[src/design/ccl_cfg.svh]
// Constants for the cursor, start address and light pen block.
// Assumes a 32-bit classic Wishbone bus with word-aligned registers.
`ifndef CCL_CFG_SVH
`define CCL_CFG_SVH

// Register indices; the byte address is four times the index.
`define CCL_IDX_MAX_SCAN     6'd9
`define CCL_IDX_CUR_START    6'd10
`define CCL_IDX_CUR_END      6'd11
`define CCL_IDX_START_HIGH   6'd12
`define CCL_IDX_START_LOW    6'd13
`define CCL_IDX_CUR_HIGH     6'd14
`define CCL_IDX_CUR_LOW      6'd15
`define CCL_IDX_PEN_HIGH     6'd16
`define CCL_IDX_PEN_LOW      6'd17
`define CCL_IDX_STATUS       6'd18

// Field positions inside the cursor start setting.
`define CCL_CS_LINE_MSB      4
`define CCL_CS_RATE_BIT      5
`define CCL_CS_BLINK_BIT     6

// Field positions inside the status register.
`define CCL_ST_PEN_BIT       0

// Blink period bits of the field counter: 16 and 32 fields.
`define CCL_BLINK_FAST_BIT   3
`define CCL_BLINK_SLOW_BIT   4

// Reset values.
`define CCL_RST_SCAN         5'h00
`define CCL_RST_ADDR         14'h0000
`define CCL_RST_CURSOR_START 5'h00
`define CCL_RST_CURSOR_END   5'h00

`endif

[src/design/ccl_pkg.sv]
// Types shared by the cursor, start address and light pen block.
// Assumes ccl_cfg.svh supplies the numeric constants.
package ccl_pkg;

    typedef logic [13:0] ccl_addr_t;
    typedef logic [4:0]  ccl_line_t;

    typedef struct packed {
        ccl_line_t max_scan;
        ccl_line_t cur_start;
        logic      blink_en;
        logic      blink_slow;
        ccl_line_t cur_end;
        ccl_addr_t start_addr;
        ccl_addr_t cur_addr;
    } ccl_set_s;

    typedef struct packed {
        ccl_addr_t addr;
        ccl_addr_t row_start;
        ccl_line_t line;
        logic [4:0] fields;
    } ccl_scan_s;

endpackage

[src/design/ccl_top.sv]
// Cursor overlay, display start address and light pen capture logic.
// Assumes raster timing comes from logic on clk_i: one pulse per scan
// line end, one per vertical retrace, and a display enable level.
//
// Operation
// Count scan lines per row up to the maximum scan line setting.
// Cursor starts on the scan line given by cursor start setting.
// One cursor start bit selects blinking or steady cursor.
// Another bit picks blink at 1/16 or 1/32 field rate.
// Cursor stops after the scan line given by cursor end setting.
// Equal start and end settings give a one-line cursor.
// Each vertical retrace reloads refresh address from display start.
// Cursor appears where refresh address equals cursor address setting.
// Light pen strobe rise captures refresh address at next edge; here it captures on the fourth clock edge, after three sync stages.
// Refresh addresses run linearly across row boundaries.
// Host loads all settings at start, blanking memory first.
// Host scrolls by adding or subtracting characters per row.
// Only cursor address is read/write; start address is write-only. Here max scan, cursor start and cursor end also read back.
// Cursor only during display enable, hidden in blink off half.
`timescale 1ns/1ns
`include "ccl_cfg.svh"

module ccl_top
    import ccl_pkg::*;
(
    input  wire logic        clk_i,
    input  wire logic        rst_i,
    input  wire logic        cyc_i,
    input  wire logic        stb_i,
    input  wire logic        we_i,
    input  wire logic [7:0]  adr_i,
    input  wire logic [3:0]  sel_i,
    input  wire logic [31:0] dat_i,
    output logic      [31:0] dat_o,
    output logic             ack_o,
    input  wire logic        disp_en_i,
    input  wire logic        line_end_i,
    input  wire logic        field_start_i,
    input  wire logic        light_pen_strobe_i,
    output logic      [13:0] refresh_addr_o,
    output logic      [4:0]  row_addr_o,
    output logic             cursor_o
);

    ccl_set_s   set_q, set_d;
    ccl_scan_s  scan_q, scan_d;
    logic       ack_q, ack_d;
    logic [31:0] rdat_q, rdat_d;
    ccl_addr_t  pen_q, pen_d;
    logic       pen_flag_q, pen_flag_d;
    logic       cursor_q, cursor_d;
    logic       pen_s1_q, pen_s2_q, pen_s3_q, pen_stab_q;
    logic       pen_rise;
    logic [5:0] idx;
    logic       wr_take;
    logic       blink_off;

    assign idx     = adr_i[7:2];
    // The write lands on the edge at which the master samples ack.
    assign wr_take = cyc_i & stb_i & we_i & ack_q & sel_i[0];

    // Pen strobe is a pin: three stages, a change counts once stages two
    // and three agree, so a single-cycle glitch never captures.
    assign pen_rise = pen_s2_q & pen_s3_q & ~pen_stab_q;

    always_ff @(posedge clk_i) begin
        if (rst_i) begin
            pen_s1_q   <= 1'b0;
            pen_s2_q   <= 1'b0;
            pen_s3_q   <= 1'b0;
            pen_stab_q <= 1'b0;
        end else begin
            pen_s1_q <= light_pen_strobe_i;
            pen_s2_q <= pen_s1_q;
            pen_s3_q <= pen_s2_q;
            if (pen_s2_q == pen_s3_q) begin
                pen_stab_q <= pen_s3_q;
            end
        end
    end

    // Settings written by software.
    always_comb begin
        set_d = set_q;
        if (wr_take) begin
            unique case (idx)
                `CCL_IDX_MAX_SCAN:   set_d.max_scan   = dat_i[4:0];
                `CCL_IDX_CUR_START: begin
                    set_d.cur_start  = dat_i[`CCL_CS_LINE_MSB:0];
                    set_d.blink_en   = dat_i[`CCL_CS_BLINK_BIT];
                    set_d.blink_slow = dat_i[`CCL_CS_RATE_BIT];
                end
                `CCL_IDX_CUR_END:    set_d.cur_end    = dat_i[4:0];
                `CCL_IDX_START_HIGH: set_d.start_addr[13:8] = dat_i[5:0];
                `CCL_IDX_START_LOW:  set_d.start_addr[7:0]  = dat_i[7:0];
                `CCL_IDX_CUR_HIGH:   set_d.cur_addr[13:8]   = dat_i[5:0];
                `CCL_IDX_CUR_LOW:    set_d.cur_addr[7:0]    = dat_i[7:0];
                default: ;
            endcase
        end
    end

    always_ff @(posedge clk_i) begin
        if (rst_i) begin
            set_q.max_scan   <= `CCL_RST_SCAN;
            set_q.cur_start  <= `CCL_RST_CURSOR_START;
            set_q.blink_en   <= 1'b0;
            set_q.blink_slow <= 1'b0;
            set_q.cur_end    <= `CCL_RST_CURSOR_END;
            set_q.start_addr <= `CCL_RST_ADDR;
            set_q.cur_addr   <= `CCL_RST_ADDR;
        end else begin
            set_q <= set_d;
        end
    end

    // Bus answer: ack one cycle after the request, dropped the next.
    always_comb begin
        ack_d  = cyc_i & stb_i & ~ack_q;
        rdat_d = 32'h0000_0000;
        if (cyc_i & stb_i & ~we_i & ~ack_q) begin
            unique case (idx)
                `CCL_IDX_MAX_SCAN:  rdat_d[4:0] = set_q.max_scan;
                `CCL_IDX_CUR_START: begin
                    rdat_d[`CCL_CS_LINE_MSB:0] = set_q.cur_start;
                    rdat_d[`CCL_CS_BLINK_BIT]  = set_q.blink_en;
                    rdat_d[`CCL_CS_RATE_BIT]   = set_q.blink_slow;
                end
                `CCL_IDX_CUR_END:   rdat_d[4:0] = set_q.cur_end;
                // Start address reads zero; software keeps its own copy.
                `CCL_IDX_CUR_HIGH:  rdat_d[5:0] = set_q.cur_addr[13:8];
                `CCL_IDX_CUR_LOW:   rdat_d[7:0] = set_q.cur_addr[7:0];
                `CCL_IDX_PEN_HIGH:  rdat_d[5:0] = pen_q[13:8];
                `CCL_IDX_PEN_LOW:   rdat_d[7:0] = pen_q[7:0];
                `CCL_IDX_STATUS:    rdat_d[`CCL_ST_PEN_BIT] = pen_flag_q;
                default: ;
            endcase
        end
    end

    always_ff @(posedge clk_i) begin
        if (rst_i) begin
            ack_q  <= 1'b0;
            rdat_q <= 32'h0000_0000;
        end else begin
            ack_q  <= ack_d;
            rdat_q <= rdat_d;
        end
    end

    // Refresh scan: address, row start, scan line and field count.
    always_comb begin
        scan_d = scan_q;
        if (field_start_i) begin
            scan_d.addr      = set_q.start_addr;
            scan_d.row_start = set_q.start_addr;
            scan_d.line      = 5'h00;
            scan_d.fields    = 5'(scan_q.fields + 5'h01);
        end else if (line_end_i) begin
            if (scan_q.line == set_q.max_scan) begin
                // Next row begins right after the last character drawn.
                scan_d.line      = 5'h00;
                scan_d.row_start = scan_q.addr;
            end else begin
                scan_d.line = 5'(scan_q.line + 5'h01);
                scan_d.addr = scan_q.row_start;
            end
        end else if (disp_en_i) begin
            scan_d.addr = 14'(scan_q.addr + 14'h0001);
        end
    end

    always_ff @(posedge clk_i) begin
        if (rst_i) begin
            scan_q.addr      <= `CCL_RST_ADDR;
            scan_q.row_start <= `CCL_RST_ADDR;
            scan_q.line      <= `CCL_RST_SCAN;
            scan_q.fields    <= 5'h00;
        end else begin
            scan_q <= scan_d;
        end
    end

    // Blink: hidden while the chosen field counter bit is high.
    assign blink_off = set_q.blink_en &
        (set_q.blink_slow ? scan_q.fields[`CCL_BLINK_SLOW_BIT]
                          : scan_q.fields[`CCL_BLINK_FAST_BIT]);

    // Cursor overlay; equal start and end give a single line.
    always_comb begin
        cursor_d = disp_en_i
                 & ~blink_off
                 & (scan_q.addr == set_q.cur_addr)
                 & (scan_q.line >= set_q.cur_start)
                 & (scan_q.line <= set_q.cur_end);
    end

    always_ff @(posedge clk_i) begin
        if (rst_i) begin
            cursor_q <= 1'b0;
        end else begin
            cursor_q <= cursor_d;
        end
    end

    // Light pen capture and its sticky flag; a new capture beats a clear.
    always_comb begin
        pen_d      = pen_q;
        pen_flag_d = pen_flag_q;
        if (wr_take && idx == `CCL_IDX_STATUS && dat_i[`CCL_ST_PEN_BIT]) begin
            pen_flag_d = 1'b0;
        end
        if (pen_rise) begin
            pen_d      = scan_q.addr;
            pen_flag_d = 1'b1;
        end
    end

    always_ff @(posedge clk_i) begin
        if (rst_i) begin
            pen_q      <= `CCL_RST_ADDR;
            pen_flag_q <= 1'b0;
        end else begin
            pen_q      <= pen_d;
            pen_flag_q <= pen_flag_d;
        end
    end

    assign dat_o          = rdat_q;
    assign ack_o          = ack_q;
    assign refresh_addr_o = scan_q.addr;
    assign row_addr_o     = scan_q.line;
    assign cursor_o       = cursor_q;
endmodule

[config.mk]
export PLATFORM = sky130hd
export DESIGN_NAME = ccl_top
export DESIGN_NICKNAME = d
export VERILOG_FILES = /design/src/design/ccl_pkg.sv /design/src/design/ccl_top.sv
export VERILOG_INCLUDE_DIRS = /design/src /design/src/design
export SDC_FILE = /design/constraint.sdc
export NUM_CORES = 1
export LEC_CHECK = 0
export BUFFER_PORTS_ARGS = -buffer_cell sky130_fd_sc_hd__buf_4
export CAP_MARGIN = 20
export CELL_PAD_IN_SITES_DETAIL_PLACEMENT = 0
export CELL_PAD_IN_SITES_GLOBAL_PLACEMENT = 1
export CORE_MARGIN = 4
export CORE_UTILIZATION = 37
export CTS_CLUSTER_DIAMETER = 30
export CTS_CLUSTER_SIZE = 16
export DETAILED_ROUTE_END_ITERATION = 8
export PLACE_DENSITY = 0.78
export RECOVER_POWER = 100
export SLEW_MARGIN = 20
export SYNTH_ARGS = -nofsm -noshare
export SYNTH_HDL_FRONTEND = slang
export SYNTH_SLANG_ARGS = --single-unit
[constraint.sdc]
create_clock -name clk_i -period 2.21 [get_ports clk_i]
set_clock_uncertainty 0.2 [all_clocks]
set_input_delay 0.221 -clock clk_i [delete_from_list [all_inputs] [get_ports clk_i]]
set_output_delay 0.221 -clock clk_i [all_outputs]
set_load 0.005 [all_outputs]
==> flow_summary.ini <==
[outcome]
status = finished with violations
violations = negative setup slack

[route]
ant_nets = 0
wl_per_cell_um = 17.7
vias = 5354
dr.pass1.iters = 5
via_per_inst = 5.40
drc = 0
drtIter0Drc = 560
totalWireLength_mm = 17.5

[sta]
min_period_over_period_pct = 100
finalCriticalPeriod_ps = 2220
drv_slew = 0
rsz0062_at_grt = true
layout_setup_ws_ps = -9.56
timing.fmax_ghz = 0.451
setup-violations-final = 1
relSlewSlack_pct = 31.5
final_hold_viol_count = 0
worstMarginPinSlew_ps = 1030

[placed_design]
place.gp.congestion = 0.877
dp_hpwl_mm = 12.7
dpl.cell_count = 964
portBuffers = 52

[floorplan]
coreArea_mm2 = 0.0153
fp.dieW_um = 133
ios = 106
die-height_um = 133
rows = 45
start_util_pct = 38.0
dieArea_mm2 = 0.0178

[synth]
ys.flop_type = dfxtp_1
synth-seq-cells = 112
synth.most_common_cell = dfxtp_1
synth_area_leaders = dfxtp_1 39%, nand2_1 6.9%, a21oi_1 5.6%, buf_4 5.5%, nand3_1 5.2%
yosys.area.top_type = dfxtp_1
syn_area_per_cell_um2 = 8.04
synth_top_cell_area_share_pct = 38.5
async_flop_share_pct = 0
syn-instance-count = 724
synth_edf_count = 0
seq_area_frac_synth_pct = 38.5
syn_area_mm2 = 0.00582
synth.distinct_cells = 57
yosys-top-cells-count = 112 x dfxtp_1, 107 x nand2_1, 65 x a21oi_1
yosysWarnings = 0

[final_layout]
synthToLayoutAreaGrowth_pct = 16.0
fin_cells = 992
drive_gt1_share_pct = 13.8
fin_util_pct = 44.1
nets = 843
antenna_cells = 0

[clock_network]
postCtsSetupBuffers = 0
clock-sinks = 112
numCtsBuffers = 9
clock_latency_ps = 360
cts_tree = built
cts_buffer_depth = 2
htree_levels = 3
clkTransAtPathRegs_ps = 80
cts-root-buf = clkbuf_16

[job]
maxCapViolations = 0

[grt]
grt_pass1_vias = 5156
grt_max_degree = 51
grt_use_total_pct = 19.2
grt_overflow = 0
grt_pass1_wl_mm = 27.4
grt_antenna_before_repair = 0

[pwr]
leakagePower_nw = 2.53
power_mw = 4.00
vdd_drop_max_mv = 0.388
p_per_area_mw_per_mm2 = 592

[setup_path]
crit_type = register to register
cp_slowest_stage_delay_ps = 580
arrival_ps = 2300
path_delay_family = simple AND/OR/NAND/NOR gates
cp_data_required_time_ps = 2290
path_cells = xor2_1, or4_4, buf_6, mux2_4, o211a_1, nor4_2
start_kind = register
slowest_stage = or4_4
critPathMaxFanout = 5
crit_buf_inv = 1
cp-end-kind = register

[worst_hold_path]
hold_class = input port to register
## placed cells by master, fill, tap and decap left out, types with 4 or more instances in the layout
master / count
dfxtp_1: 112
nand2_1: 107
a21oi_1: 65
buf_4: 61
nand3_1: 60
nor2_1: 52
mux2i_1: 25
conb_1: 24
clkbuf_1: 20
a31oi_1: 19
inv_1: 17
xnor2_1: 16
o21ai_0: 14
ha_1: 14
xor2_1: 13
clkbuf_4: 13
and3_1: 11
dlygate4sd3_1: 11
nand4_1: 9
clkbuf_16: 9
and2_1: 8
nor2b_1: 7
a32oi_1: 7
a22oi_1: 7
nor3_1: 6
a222oi_1: 6
o31ai_1: 5
nand2b_1: 4
a311oi_1: 4
## logic make-up (layout without fill, tap and decap cells)
logic type / after synthesis / count (layout) / synth area share (%)
AOI/OAI and AO/OA: 148 / 148 / 16.2
xor gates and xnor gates: 30 / 30 / 4.52
adders and majority gates: 14 / 14 / 3.01
buffers and inverters: 109 / 143 / 10.0
DFF: 112 / 112 / 38.5
muxes: 28 / 28 / 4.95
other: 1 / 24 / 0.0645
and+or+nand+nor: 282 / 282 / 22.7
## routing by layer
layer,track usage (%),share of wire [%]
met1,25.1,43
met4,6.29,1.7
met5,0,0
met2,31.2,48
met3,4.68,7.5
## worst register-to-register path: cells and delay by family (launching register included)
kind	cells	cell delay (ps)
flops	1	330
buf+inv	1	170
simple gates	2	820
compound gates	1	130
mux	1	320
xor+xnor	1	170
## where the power goes
group | total [mW] | internal [mW] | switching [mW]
sequential | 2.03 | 2.03 | 0.00710
clock | 1.70 | 0.892 | 0.808
combinational | 0.265 | 0.0987 | 0.167
total | 4.00 | 3.02 | 0.982
## worst paths after layout
kind / start / depth (start not counted) / slack (ps) / to
max: set_q[41] / 6 / -10 / refresh_addr_o[7]
min: dat_i[1] / 3 / 10 / set_q[29]
max reg2reg: set_q[41] / 6 / -10 / refresh_addr_o[7]
min reg2reg: pen_s1_q / 1 / 240 / pen_s2_q
## registers in the layout, summed over array words and instances (netlist names)
register and cells:
set_q 45, scan_q 19, pen_q 14, refresh_addr_o 14
dat_o 8, row_addr_o 5, ack_o 1, cursor_o 1
pen_flag_q 1, pen_s1_q 1, pen_s2_q 1, pen_s3_q 1
pen_stab_q 1
## cell type report
class                   instances  area (um^2)
multi-input cells             526         3090
clock buffers                   9          225
clock inverters                 7         78.8
inverters                      17         63.8
fillers                      1548         8560
repair buffers                110          787
well taps                     211          264
flip-flops and latches        112         2240
## metrics by stage
stage / setup WS, ps / hold WS, ps / area [um^2] / TNS, ps
floorplan: 89.8 / 149 / 5900 / 0
global route: -46.1 / 16.0 / 6750 / -84.3
CTS: 4.20 / 3.23 / 6840 / 0
detailed placement: -37.9 / 232 / 6410 / -37.9
finish: -9.56 / 14.5 / 6750 / -9.56
global placement: 15.8 / 225 / 6410 / 0
## repair_timing
action	CTS	global route
pin swaps	1	1
hold buffers	11	0
endpoints found under the setup margin	1	8
cloned	0	1
resized for setup	2	2
endpoints found under the hold margin	34	0
(Power assumes the default switching activity.)
